### src/inc/dpc_defs.svh
// Constants for the dual pulse counter.
// Operation
// - Single reference 16 bits, joined reference 32.
// - Start may add one spurious count; here a start adds none.
// - Stop freezes count until restart or clear.
// - Status bit 22 counter zero, 23 counter one.
// - Joined counter status reported in bit 22.
// - Status read clears returned set flags.
// - Enabled interrupt fires when reference passed.
// - Single count read does not disturb counter.
// - Single read path never gives joined count.
// - Joined read gives count and joined indication.
// - Single clear zeroes only that 16-bit count.
// - Joined clear acts only while joined.
// - Edge select: 0 rising, 1 falling.
// - Debounce codes need 1, 2, 4, 8 samples.
// - Join field: off, first input, second input.
// - Passed at reference plus one; wraps at maximum.
`ifndef DPC_DEFS_SVH
`define DPC_DEFS_SVH
`define DPC_STAT_BIT0 22
`define DPC_STAT_BIT1 23
`define DPC_JOIN_OFF 2'h0
`define DPC_JOIN_FIRST 2'h1
`define DPC_JOIN_SECOND 2'h2
`define DPC_CNT_RESET 16'h0000
`define DPC_REF_RESET 16'h0000
// Extra matching samples wanted for each debounce code.
`define DPC_DEB_NEED0 3'h0
`define DPC_DEB_NEED1 3'h1
`define DPC_DEB_NEED2 3'h3
`define DPC_DEB_NEED3 3'h7
`endif

### src/inc/dpc_pkg.sv
// Types shared by the dual pulse counter files.
package dpc_pkg;
    // Per-counter configuration.
    typedef struct packed {
        logic       falling;
        logic [1:0] debounce;
        logic       irq_en;
    } dpc_cfg_t;
    // Debounce filter state.
    typedef enum logic [1:0] {
        DPC_IDLE = 2'b01,
        DPC_RUN  = 2'b10
    } dpc_fsm_t;
    typedef struct packed {
        dpc_fsm_t   fsm;
        logic       level;
        logic [2:0] same;
        logic       edge_seen;
    } dpc_flt_t;
endpackage

### src/core/dpc_filter.sv
// Input debounce and edge qualifier for one pulse input.
`timescale 1ns/1ps
`include "dpc_defs.svh"
module dpc_filter (
    input wire logic sys_clk,
    input wire logic rst_n,
    input wire logic clk_en,
    input wire logic pin,
    input wire dpc_pkg::dpc_cfg_t cfg,
    output logic edge_seen
);
    dpc_pkg::dpc_flt_t r;
    dpc_pkg::dpc_flt_t next_r;

    // Number of extra matching samples needed for each debounce code.
    function automatic logic [2:0] need(input logic [1:0] code);
        case (code)
            2'h0: need = `DPC_DEB_NEED0;
            2'h1: need = `DPC_DEB_NEED1;
            2'h2: need = `DPC_DEB_NEED2;
            default: need = `DPC_DEB_NEED3;
        endcase
    endfunction

    // Accept a new level once enough identical samples were seen.
    always_comb
    begin
        next_r = r;
        next_r.edge_seen = 1'b0;
        case (r.fsm)
            dpc_pkg::DPC_IDLE:
            begin
                next_r.level = pin;
                next_r.fsm = dpc_pkg::DPC_RUN;
            end
            dpc_pkg::DPC_RUN:
            begin
                if (pin == r.level)
                begin
                    next_r.same = 3'h0;
                end
                else if (r.same >= need(cfg.debounce))
                begin
                    next_r.level = pin;
                    next_r.same = 3'h0;
                    next_r.edge_seen = (pin != cfg.falling);
                end
                else
                begin
                    next_r.same = r.same + 3'h1;
                end
            end
            default: next_r.fsm = dpc_pkg::DPC_IDLE;
        endcase
    end

    // State register with clock enable.
    always_ff @(posedge sys_clk or negedge rst_n)
    begin
        if (!rst_n)
        begin
            r <= '{fsm: dpc_pkg::DPC_IDLE, level: 1'b0, same: 3'h0, edge_seen: 1'b0};
        end
        else if (clk_en)
        begin
            r <= next_r;
        end
    end

    assign edge_seen = r.edge_seen;
endmodule

### src/core/dpc_top.sv
// Dual 16-bit pulse counter, joinable into one 32-bit counter.
`timescale 1ns/1ps
`include "dpc_defs.svh"
module dpc_top (
    input wire logic sys_clk,
    input wire logic rst_n,
    input wire logic clk_en,
    input wire logic pin0,
    input wire logic pin1,
    input wire dpc_pkg::dpc_cfg_t cfg0,
    input wire dpc_pkg::dpc_cfg_t cfg1,
    input wire logic [1:0] join_mode,
    input wire logic start0,
    input wire logic start1,
    input wire logic stop0,
    input wire logic stop1,
    input wire logic clear16_0,
    input wire logic clear16_1,
    input wire logic clear32,
    input wire logic ref_wr0,
    input wire logic ref_wr1,
    input wire logic [31:0] ref_data,
    input wire logic status_rd,
    output logic ref_ok,
    output logic [31:0] status,
    output logic [15:0] count16_0,
    output logic [15:0] count16_1,
    output logic [31:0] count32,
    output logic joined,
    output logic irq
);
    typedef struct packed {
        logic        rs1;
        logic        rs2;
    } dpc_rst_t;

    typedef struct packed {
        logic [1:0]  run;
        logic [31:0] cnt;
        logic [31:0] refv;
        logic [1:0]  flag;
        logic        ref_ok;
        logic [31:0] status;
        logic [15:0] count16_0;
        logic [15:0] count16_1;
        logic [31:0] count32;
        logic        joined;
        logic        irq;
    } dpc_state_t;

    dpc_rst_t rs;
    dpc_state_t r;
    dpc_state_t next_r;
    logic srst_n;
    logic edge0;
    logic edge1;
    logic is_join;
    logic [15:0] inc0;
    logic [15:0] inc1;
    logic [31:0] inc32;

    // Two-stage release of the asynchronous reset.
    // The chain ignores the clock enable, so a reset always runs to its end.
    always_ff @(posedge sys_clk or negedge rst_n)
    begin
        if (!rst_n)
        begin
            rs <= '0;
        end
        else
        begin
            rs <= '{rs1: 1'b1, rs2: rs.rs1};
        end
    end
    assign srst_n = rs.rs2;

    // Joined counter takes counter zero settings on the selected input.
    dpc_filter u_flt0 (
        .sys_clk(sys_clk),
        .rst_n(srst_n),
        .clk_en(clk_en),
        .pin((join_mode == `DPC_JOIN_SECOND) ? pin1 : pin0),
        .cfg(cfg0),
        .edge_seen(edge0)
    );
    dpc_filter u_flt1 (
        .sys_clk(sys_clk),
        .rst_n(srst_n),
        .clk_en(clk_en),
        .pin(pin1),
        .cfg(cfg1),
        .edge_seen(edge1)
    );

    // Mode three is treated as separate counters.
    assign is_join = (join_mode == `DPC_JOIN_FIRST) || (join_mode == `DPC_JOIN_SECOND);
    assign inc0 = r.cnt[15:0] + 16'h0001;
    assign inc1 = r.cnt[31:16] + 16'h0001;
    assign inc32 = r.cnt + 32'h0000_0001;

    // A reference is passed when the fresh count equals reference plus one.
    function automatic logic passed16(input logic [15:0] cnt_now, input logic [15:0] ref_now);
        passed16 = (cnt_now == ref_now + 16'h0001);
    endfunction

    // The same test for the joined 32-bit counter.
    function automatic logic passed32(input logic [31:0] cnt_now, input logic [31:0] ref_now);
        passed32 = (cnt_now == ref_now + 32'h0000_0001);
    endfunction

    // Counting, reference compare, flags and read-back.
    always_comb
    begin
        next_r = r;
        next_r.irq = 1'b0;
        next_r.ref_ok = 1'b0;
        // A status read clears the flags first, so an event in the same cycle sets them again.
        if (status_rd)
            next_r.flag = 2'h0;
        // Start and stop; a start does not count by itself here.
        if (start0)
            next_r.run[0] = 1'b1;
        if (start1)
            next_r.run[1] = 1'b1;
        if (stop0)
            next_r.run[0] = 1'b0;
        if (stop1)
            next_r.run[1] = 1'b0;
        // Count only qualified edges while running, wrapping at the top.
        if (is_join)
        begin
            if (r.run[0] && edge0)
            begin
                next_r.cnt = inc32;
                if (passed32(inc32, r.refv))
                begin
                    next_r.flag[0] = 1'b1;
                    next_r.irq = cfg0.irq_en;
                end
            end
            if (clear32)
                next_r.cnt = 32'h0000_0000;
        end
        else
        begin
            if (r.run[0] && edge0)
            begin
                next_r.cnt[15:0] = inc0;
                if (passed16(inc0, r.refv[15:0]))
                begin
                    next_r.flag[0] = 1'b1;
                    next_r.irq = cfg0.irq_en;
                end
            end
            if (r.run[1] && edge1)
            begin
                next_r.cnt[31:16] = inc1;
                if (passed16(inc1, r.refv[31:16]))
                begin
                    next_r.flag[1] = 1'b1;
                    next_r.irq = next_r.irq | cfg1.irq_en;
                end
            end
            if (clear16_0)
                next_r.cnt[15:0] = `DPC_CNT_RESET;
            if (clear16_1)
                next_r.cnt[31:16] = `DPC_CNT_RESET;
        end
        // Reference writes; singles reject values wider than 16 bits.
        if (ref_wr0)
        begin
            if (is_join)
            begin
                next_r.refv = ref_data;
                next_r.ref_ok = 1'b1;
            end
            else if (ref_data[31:16] == 16'h0000)
            begin
                next_r.refv[15:0] = ref_data[15:0];
                next_r.ref_ok = 1'b1;
            end
        end
        // Counter one takes only a narrow reference, and never while joined.
        if (ref_wr1 && !is_join && (ref_data[31:16] == 16'h0000))
        begin
            next_r.refv[31:16] = ref_data[15:0];
            next_r.ref_ok = 1'b1;
        end
        // Status snapshot of the flags as they stood before this read.
        if (status_rd)
        begin
            next_r.status = 32'h0000_0000;
            next_r.status[`DPC_STAT_BIT0] = r.flag[0];
            next_r.status[`DPC_STAT_BIT1] = r.flag[1] & ~is_join;
        end
        // Live count views that leave the counters untouched.
        next_r.count16_0 = is_join ? 16'h0000 : next_r.cnt[15:0];
        next_r.count16_1 = is_join ? 16'h0000 : next_r.cnt[31:16];
        next_r.count32 = is_join ? next_r.cnt : 32'h0000_0000;
        next_r.joined = is_join;
    end

    // State register; reset stops and zeroes everything.
    always_ff @(posedge sys_clk or negedge srst_n)
    begin
        if (!srst_n)
        begin
            r <= '0;
        end
        else if (clk_en)
        begin
            r <= next_r;
        end
    end

    assign ref_ok = r.ref_ok;
    assign status = r.status;
    assign count16_0 = r.count16_0;
    assign count16_1 = r.count16_1;
    assign count32 = r.count32;
    assign joined = r.joined;
    assign irq = r.irq;
endmodule

### config.mk
export PLATFORM = sky130hd
export DESIGN_NAME = dpc_top
export DESIGN_NICKNAME = d
export VERILOG_FILES = /design/src/inc/dpc_pkg.sv /design/src/core/dpc_filter.sv /design/src/core/dpc_top.sv
export VERILOG_INCLUDE_DIRS = /design/src /design/src/inc
export SDC_FILE = /design/constraint.sdc
export NUM_CORES = 1
export LEC_CHECK = 0
export BUFFER_PORTS_ARGS = -buffer_cell sky130_fd_sc_hd__clkbuf_2
export CAP_MARGIN = 40
export CORE_ASPECT_RATIO = 0.9
export CORE_MARGIN = 4
export CORE_UTILIZATION = 40
export CTS_CLUSTER_SIZE = 10
export DETAILED_ROUTE_END_ITERATION = 8
export PLACE_DENSITY = 0.61
export SLEW_MARGIN = 20
export SYNTH_ARGS = -nofsm -noshare
export SYNTH_HDL_FRONTEND = slang
export SYNTH_SLANG_ARGS = --single-unit
### constraint.sdc
create_clock -name sys_clk -period 4.65 [get_ports sys_clk]
set_clock_uncertainty 0.05 [all_clocks]
set_input_delay 1.395 -clock sys_clk [delete_from_list [all_inputs] [get_ports sys_clk]]
set_output_delay 1.395 -clock sys_clk [all_outputs]
set_load 0.1 [all_outputs]
# Word-level counts from Yosys, hierarchy flattened
# Cells that the tools add are included.
# totals
regBits	153
latchBits	0
ramBits	0
rom_bits	0
input_bits	57
wordCells	151
mem_count	0
# classes
n_addsub	8
mul	0
n_div	0
order_cmp	2
eq_ne	21
shifts	0
muxes	65
bitwise_logic	5
reduce_logical	27
# op_table
cell	count
2-to-1 mux 16 bit	10
2-to-1 mux 32 bit	5
adder 16 x 1 -> 16 bit, second input constant	4
adder 32 x 1 -> 32 bit, second input constant	2
2-to-1 mux 1 bit	35
== test 16 bit	2
== test 32 bit	1
2-to-1 mux 3 bit	8
case mux 3 bit (3 select lines)	2
logical NOT 16 bit	1
AND reduction 2 bit	7
nonzero test 2 bit	7
== test 2 x 1 -> 1 bit, second input constant	5
== test 2 bit, second input constant	5
case mux 2 bit (2 select lines)	2
AND reduction 4 bit	2
adder 3 x 1 -> 3 bit, second input constant	2
greater-or-equal comparator 3 bit	2
AND reduction 3 bit	2
logical AND 1 bit	4
logical NOT 2 bit	2
!= test 2 x 1 -> 1 bit, second input constant	2
!= test 2 bit, second input constant	2
case mux 1 bit (2 select lines)	2
8 further kinds	12

# Longest topological paths before layout
# Gate-level depths: netlist (run 1).
# depth
word_depth	9
depth_mapped	12
depth_no_buf	9

# Hierarchy
# A second synthesis (run 1) with hierarchy kept.
# unflattened
cells_unflattened	1177
hier_area_um2	10274.9
# by_module_without_submodules
module	instances	cells_each	area_per_inst_um2
dpc_top	1	1075	9341.5
dpc_filter	2	51	466.7

# Worst setup path before layout (run 1)
# OpenSTA, ideal clock, no wires.
# synth_timing
kind	input-to-reg
startpoint	in join_mode[0]
endpoint	reg r[148] (netlist name)
setup_ps	117
t_arrival_ps	3171
slack_ps	1312
cell_stages	12
path_buffers	4
cell_sequence	inv_1 > ha_1 > clkbuf_1 > and2_1 > nand2b_1 > clkbuf_1 > and2_1 > clkbuf_1 > clkbuf_1 > nor2_1 > nand2_1 > nand2_1
# synth_via
elab_chain_len	3
# synth_lines
element	line_no	text
start: declaration	dpc_top.sv:12	input wire logic [1:0] join_mode,
== test 2 x 1 -> 1 bit (no source line) or == test 2 bit (tied branches)	--	
logical OR 1 bit (*)	dpc_top.sv:96	assign is_join = (join_mode == `DPC_JOIN_FIRST) || (join_mode == `DPC_JOIN_SECOND);
2-to-1 mux 32 bit (*)	dpc_top.sv:130	if (is_join)
end signal: assignment	dpc_top.sv:212	r <= next_r;
end: declaration	dpc_top.sv:52	dpc_state_t r;
# Every way passes the cells marked *; elsewhere a longest branch is shown, timed or not.
# A chain may end at the register's enable or synchronous reset.

# Final worst setup path (run 1)
# layout_timing
startpoint	reg r[136] (netlist name)
endpoint	reg r, in the netlist irq
# layout_via
elab_chain_len	9
# layout_lines
element	line_no	text
adder 16 x 1 -> 16 bit	dpc_top.sv:97	assign inc0 = r.cnt[15:0] + 16'h0001;
== test 16 bit	dpc_top.sv:103	passed16 = (cnt_now == ref_now + 16'h0001);
2-to-1 mux 1 bit	dpc_top.sv:149	if (passed16(inc0, r.refv[15:0]))
2-to-1 mux 1 bit	dpc_top.sv:146	if (r.run[0] && edge0)
2-to-1 mux 1 bit	dpc_top.sv:130	
OR 1 bit	dpc_top.sv:161	next_r.irq = next_r.irq | cfg1.irq_en;
2-to-1 mux 1 bit	dpc_top.sv:158	if (passed16(inc1, r.refv[31:16]))
2-to-1 mux 1 bit	dpc_top.sv:155	if (r.run[1] && edge1)
2-to-1 mux 1 bit (*)	dpc_top.sv:130	
# Every way passes the cells marked *; elsewhere a longest branch is shown, timed or not. The select of a mux whose other input is x is not followed.

==> results of run 1 <==
[cell usage after synthesis (3+ instances only)]
cell,instances,share of area
or2_2,4,0.0025
a21oi_1,34,0.017
nor2b_1,5,0.0031
ha_1,17,0.021
xnor2_1,100,0.087
mux2_2,20,0.022
or3_1,9,0.0056
buf_2,14,0.0069
nor3_1,28,0.014
nand3_1,26,0.013
nand2b_1,5,0.0031
and4_1,3,0.0026
clkbuf_1,57,0.021
mux2i_1,7,0.0069
xor2_1,38,0.033
xnor3_1,3,0.0067
a211oi_1,7,0.0052
and2_1,10,0.0062
o21ai_0,74,0.037
inv_1,33,0.012
a22oi_1,18,0.013
dfrtp_1,151,0.37
buf_4,96,0.071
a21o_1,4,0.0030
nand4_1,29,0.018
o22ai_1,3,0.0019
o311ai_0,4,0.0035
nor2_1,53,0.020
o31ai_1,5,0.0037
o2bb2ai_1,43,0.037
nor4_1,26,0.016
and3_1,17,0.011
a31oi_1,3,0.0019
buf_1,7,0.0026
a22o_1,16,0.014
nand2_1,122,0.045
[power groups by stage]
stage / sequential, mW / combinational [mW] / clock (mW)
floorplan: 1.60 / 0.690 / 0
global placement: 1.62 / 0.836 / 0
detailed placement: 1.63 / 0.856 / 0
CTS: 1.60 / 0.859 / 1.43
global route: 1.62 / 0.955 / 1.50
finish: 1.60 / 0.867 / 1.41
[cells by family (layout without fill, tap and decap cells)]
group | count (synthesis) | in the layout | synth area share
other cells | 2 | 31 | 0.000742
simple gates | 349 | 349 | 0.173
compound gates | 233 | 233 | 0.157
fa+ha+maj | 17 | 17 | 0.0210
mux | 27 | 27 | 0.0292
xor+xnor | 141 | 141 | 0.126
flops | 153 | 153 | 0.379
buf+inv | 208 | 211 | 0.115
[flip-flops by register name, summed over array words and instances, names as in the netlist]
name and count:
r 68, count32 32, count16_0 16, count16_1 16, u_flt0.r 6, u_flt1.r 6
status 2, irq 1, joined 1, ref_ok 1, rs 1, srst_n 1
u_flt0.edge_seen 1, u_flt1.edge_seen 1
[worst max-delay path by stage]
stage	to
after floorplan	count16_0[0]
after CTS	irq
after detailed placement	r[134]
after global routing	irq
final	irq
after global placement	r[150]
[layer usage]
| metal | vias to the layer above | track usage | part of all wire | wire length [µm] |
|---|---|---|---|---|
| met2 | 344 | 0.277 | 0.40 | 11300 |
| li1 | 3891 | - | - | - |
| met3 | 18 | 0.0514 | 0.082 | 2290 |
| met1 | 3867 | 0.320 | 0.50 | 14100 |
| met5 | - | 0 | 0 | 0 |
| met4 | 0 | 0.0393 | 0.010 | 290 |
[layout make-up]
cell class,instances,share of cell area
multi-input cells,798,0.475
repair buffers,146,0.0736
flip-flops and latches,153,0.348
well taps,336,0.0382
inverters,33,0.0112
clock inverters,13,0.0122
clock buffers,19,0.0411
[through the flow]
step	worst slack (ns)	util	cell area (µm²)
final	1.29	0.448	11000
after global routing	0.969	0.448	11000
after CTS	1.29	0.446	11000
after detailed placement	0.999	0.422	10400
after global placement	0.977	0.422	10400
after floorplan	0.0248	-	10200
[cell usage in the layout, fill, tap and decap left out, drive strengths merged, types with 3 or more instances in the layout]
master   Yosys  layout
inv         33      39
clkinv       0       5
ha          17      17
nand2      122     122
a21oi       34      34
a22oi       18      18
xnor3        3       3
nand4       30      30
a221oi       3       3
clkbuf      58     144
xnor2      100     100
nor2b        5       5
o31ai        6       6
nand3       26      26
xor2        38      38
nor4        29      29
o21ai       75      75
buf        117      21
dfrtp      151     151
o311ai       4       4
or3         10      10
conb         2      31
a21o         4       4
nand2b       5       5
a211oi       7       7
or4          4       4
and3        17      17
a31oi        3       3
nor3        28      28
mux2i        7       7
and4         3       3
o22ai        3       3
a22o        16      16
or2          4       4
nor2        53      53
mux2        20      20
o2bb2ai     43      43
and2        10      10
==> impl_metrics.toml, run 1 <==
[status]
outcome = "complete, no violations"

[logic_synthesis]
synthCells = 1130
seq_area_frac_synth = 0.379
synthFlopType = "dfrtp_1"
async_reset_ff_frac = 1.00
ys_ff_latch = 153
syn_avg_cell_area_um2 = 8.95
synth_warnings = 0
synth_edf_count = 0
ys_types = 62
synth_area_um2 = 10100

[setup_path]
crit_required_ns = 4.96
slowest_delay_ns = 0.88
critical_path_cell_count = 8
slowest_stage = "nor4_1"
worst-path-max-fanout = 12
r2r_cells = 8
r2r-start = "r[136]"
worstReg2RegEnd = "irq"
cp_num_buf_inv = 0
critPathKind = "reg2reg"
r2r_setup_slack_ns = 1.29
cp_top_family = "simple AND/OR/NAND/NOR gates"
cp.arrival_ns = 3.67
critPathLaunch = "r[136]"
worst_setup_path_start_kind = "register"
cp-end-kind = "register"
crit_chain = "nand4_1, nor4_1, a21oi_1, nor3_1, o22ai_1, nor4_2, a41oi_1, o31ai_2"

[sta]
setup_violations = 0
hold_ws_ns = 0.186
drv_slew = 0
rsz0062_at_grt = "false"
max_slew_margin = 0.413
max_freq_mhz = 297
tightest_slew_ns = 0.873
finalHoldViolations = 0
min_period_ns = 3.36
final.setup.tns_ns = 0
final.period_utilization = 0.723

[clock_tree]
clk_latency_ns = 0.44
cts_sinks = 153
postCtsSetupBuffers = 0
hold_buffers = 0
cts_made_buffers = 17
clockBufferDepth = 2
ctsResizeCount = 0
root_buffer = "clkbuf_16"
clk_pin_slew_ns = 0.07
cts_tree = "yes"
htreeDepth = 4

[global_routing]
grt_max_degree = 57
antenna_found_initial = 0
grt_pass1_vias = 7762
grt.overflow.total = 0
grt_pass1_wl_mm = 45.1
grt_usage = 0.202

[power_and_ir_drop]
p_leak_nw = 4.75
power_mw = 3.87
share_seq_of_total_power = 0.413
p_per_area_nw_per_um2 = 352
p_sw_mw = 1.30
p_int_mw = 2.57
p_clk_frac = 0.364
swShare = 0.336
peakVddDrop_uv = 217
pwr-share-comb = 0.224

[routing]
wl_per_cell_um = 18.7
drtIter0Drc = 870
routed_via_density = 5.42
drtAntennaViolNets = 0
post-route-drc-count = 0
wl_mm = 28.0
dr.pass1.iters = 6
num_vias = 8120

[layout]
num-fill-cells = 2460
seq_area_um2 = 3830
multi_input_area_um2 = 5230
area_growth_pct = 8.84
drive_gt1_frac = 0.186
fin_cells = 1498
layout.nets = 1223
n_antenna_cell = 0

[floorplan]
ios = 156
start_util = 0.411
die_x_um = 176
fp.dieH_um = 159
fp-row-count = 54
dieArea_um2 = 27900
core-area_um2 = 24600

[place]
numPortBuffers = 125
dp_hpwl_mm = 21.2
dp.cells = 1464
gp_congestion = 0.966

[worst_hold_path]
hold_path_class = "reg2async"

[job]
maxCapViolCount = 0
Note: power is estimated with default switching activity, not from simulation.
==> run 2: changes to the inputs <==
--- a/config.mk
+++ b/config.mk
@@ -13,7 +13,7 @@
 export CORE_UTILIZATION = 40
 export CTS_CLUSTER_SIZE = 10
 export DETAILED_ROUTE_END_ITERATION = 8
-export PLACE_DENSITY = 0.61
+export PLACE_DENSITY = 0.59
 export SLEW_MARGIN = 20
 export SYNTH_ARGS = -nofsm -noshare
 export SYNTH_HDL_FRONTEND = slang
==> constraint.sdc (replaced) <==
create_clock -name sys_clk -period 3.2 [get_ports sys_clk]
set_clock_uncertainty 0.05 [all_clocks]
set_input_delay 0.96 -clock sys_clk [delete_from_list [all_inputs] [get_ports sys_clk]]
set_output_delay 0.96 -clock sys_clk [all_outputs]
set_load 0.1 [all_outputs]
==> run 2 against run 1 <==
  * Non-clock buffer count increased by 39
  * Highest routed layer is now met5
  * Clock-buffer cell count decreased by 1
  * Utilization increased by 1.4 points
  * Critical path type unchanged
  * Fmax increased by 12%
  * Clock power increased by 47%
  * Critical path depth unchanged
  * Sequential cell count unchanged
  * Global-route usage increased by 0.48 points
  * Largest cell class unchanged
  * Final cell count increased by 2.6%
  * Wire length increased by 2.9%
  * Worst hold slack got worse by 0.045 ns
==> impl_metrics.toml, run 2 (same netlist as run 1, synthesis figures left out) <==
[sta]
drv_slew = 0
min_period_ns = 3.00
tightest_slew_ns = 0.826
final.setup.tns_ns = 0
max_slew_margin = 0.450
hold_ws_ns = 0.141
rsz0062_at_grt = "false"
setup_violations = 0
final.period_utilization = 0.939
max_freq_mhz = 333
finalHoldViolations = 0

[layout]
final_cell_mix = "dfrtp_1, clkbuf_2, nand2_1"
multi_input_area_um2 = 5240
finish.utilization = 0.461
regMostFlops = "r"
area_growth_pct = 12.1
final_common_cell = "dfrtp_1"
drive_gt1_frac = 0.215
largest_register_ffs = 68
seq_area_um2 = 3840
n_antenna_cell = 0
num-fill-cells = 2436
layout.nets = 1262
final_cell_area_um2 = 11300

[clock_tree]
htreeDepth = 4
clk_latency_ns = 0.44
hold_buffers = 0
clk_pin_slew_ns = 0.07
root_buffer = "clkbuf_16"
postCtsSetupBuffers = 0
cts_made_buffers = 17
ctsResizeCount = 0
cts_tree = "yes"
cts_sinks = 153
clockBufferDepth = 2

[setup_path]
cp_common_cell = "a211oi_1"
r2r_cells = 8
critPathKind = "reg2reg"
cp-end-kind = "register"
cp_top_family = "simple AND/OR/NAND/NOR gates"
worst-path-max-fanout = 8
cp.arrival_ns = 3.30
r2r_setup_slack_ns = 0.20
cp_num_buf_inv = 0
r2r-start = "r[138]"
worstReg2RegEnd = "irq"
slowest_delay_ns = 0.67
crit_chain = "nand4_1, or4_4, or3_1, a211oi_1, a31oi_1, a211oi_1, a41oi_1, o31ai_2"
crit_required_ns = 3.49
slowest_stage = "or4_4"
worst_setup_path_start_kind = "register"

[status]
outcome = "complete, no violations"

[global_routing]
grt_max_degree = 73
grt_usage = 0.207
grt.overflow.total = 0
grt_pass1_wl_mm = 46.2
grt_pass1_vias = 7899
antenna_found_initial = 1

[worst_hold_path]
hold_path_class = "reg2async"

[place]
placed_area_um2 = 10700
numPortBuffers = 125
dp_hpwl_mm = 21.7
gp_congestion = 0.925

[power_and_ir_drop]
p_per_area_nw_per_um2 = 500
peakVddDrop_uv = 286
p_leak_nw = 4.97

[floorplan]
start_util = 0.411
ios = 156
dieArea_um2 = 27900
die_x_um = 176
fp-row-count = 54
core-area_um2 = 24600
fp.dieH_um = 159

[routing]
drtIter0Drc = 876
wl_per_cell_um = 18.7
dr.pass1.iters = 5
post-route-drc-count = 0
drtAntennaViolNets = 0
wl_mm = 28.8
num_vias = 8402
routed_via_density = 5.47

[job]
maxCapViolCount = 0
[run 2: cell types whose count changed in the layout (fill, tap and decap cells not counted)]
cell        previous run  this run
buf_12                 1         2
buf_16                 0         1
buf_4                 18        56
buf_8                  2         1
clkbuf_8               2         1
clkinv_4               3         1
clkinvlp_4             1         0
dfrtp_1              150       149
dfrtp_2                0         1
inv_6                  3         4
inv_8                  3         6
nor3_1                28        26
nor3_2                 0         2
[run 2: per-layer routing]
layer,routed length [µm],vias to the layer above,GRT usage
met5,12,-,0
met4,463,2,0.0549
met3,2250,38,0.0390
met2,11400,364,0.277
met1,14600,4022,0.336
li1,-,3976,-
[run 2: area by class of cell]
type / count / area share
clock buffer: 18 / 0.0387
multi-input combinational: 798 / 0.462
inverter: 33 / 0.0109
clock inverter: 14 / 0.0133
tap: 336 / 0.0371
sequential: 153 / 0.338
timing repair buffer: 185 / 0.0995
[run 2: power breakdown]
part	leakage [nW]	switching, mW	internal [mW]	total, mW
combinational	2.61	0.776	0.512	1.29
clock	0.297	0.938	1.13	2.07
sequential	2.05	0.207	2.11	2.31
[run 2: how the worst max path moves through the flow]
stage                 start      to  slack, ns  cells after the start
6_report             r[138]     irq       0.20                      8
4_1_cts              r[133]     irq       0.15                      9
3_3_place_gp   join_mode[0]  r[149]       0.12                      7
2_1_floorplan  join_mode[0]  r[148]       0.30                     12
5_1_grt              r[133]   r[99]       0.01                      9
3_5_place_dp   join_mode[0]  r[133]       0.16                      9
[run 2: through the flow]
step / power [mW] / instances / setup WS (ns)
3_3_place_gp: 3.59 / 1502 / 0.116
6_report: 5.67 / 1537 / 0.195
5_1_grt: 5.98 / 1537 / 0.0129
2_1_floorplan: 3.32 / 1159 / 0.297
3_5_place_dp: 3.63 / 1504 / 0.156
4_1_cts: 5.72 / 1536 / 0.151
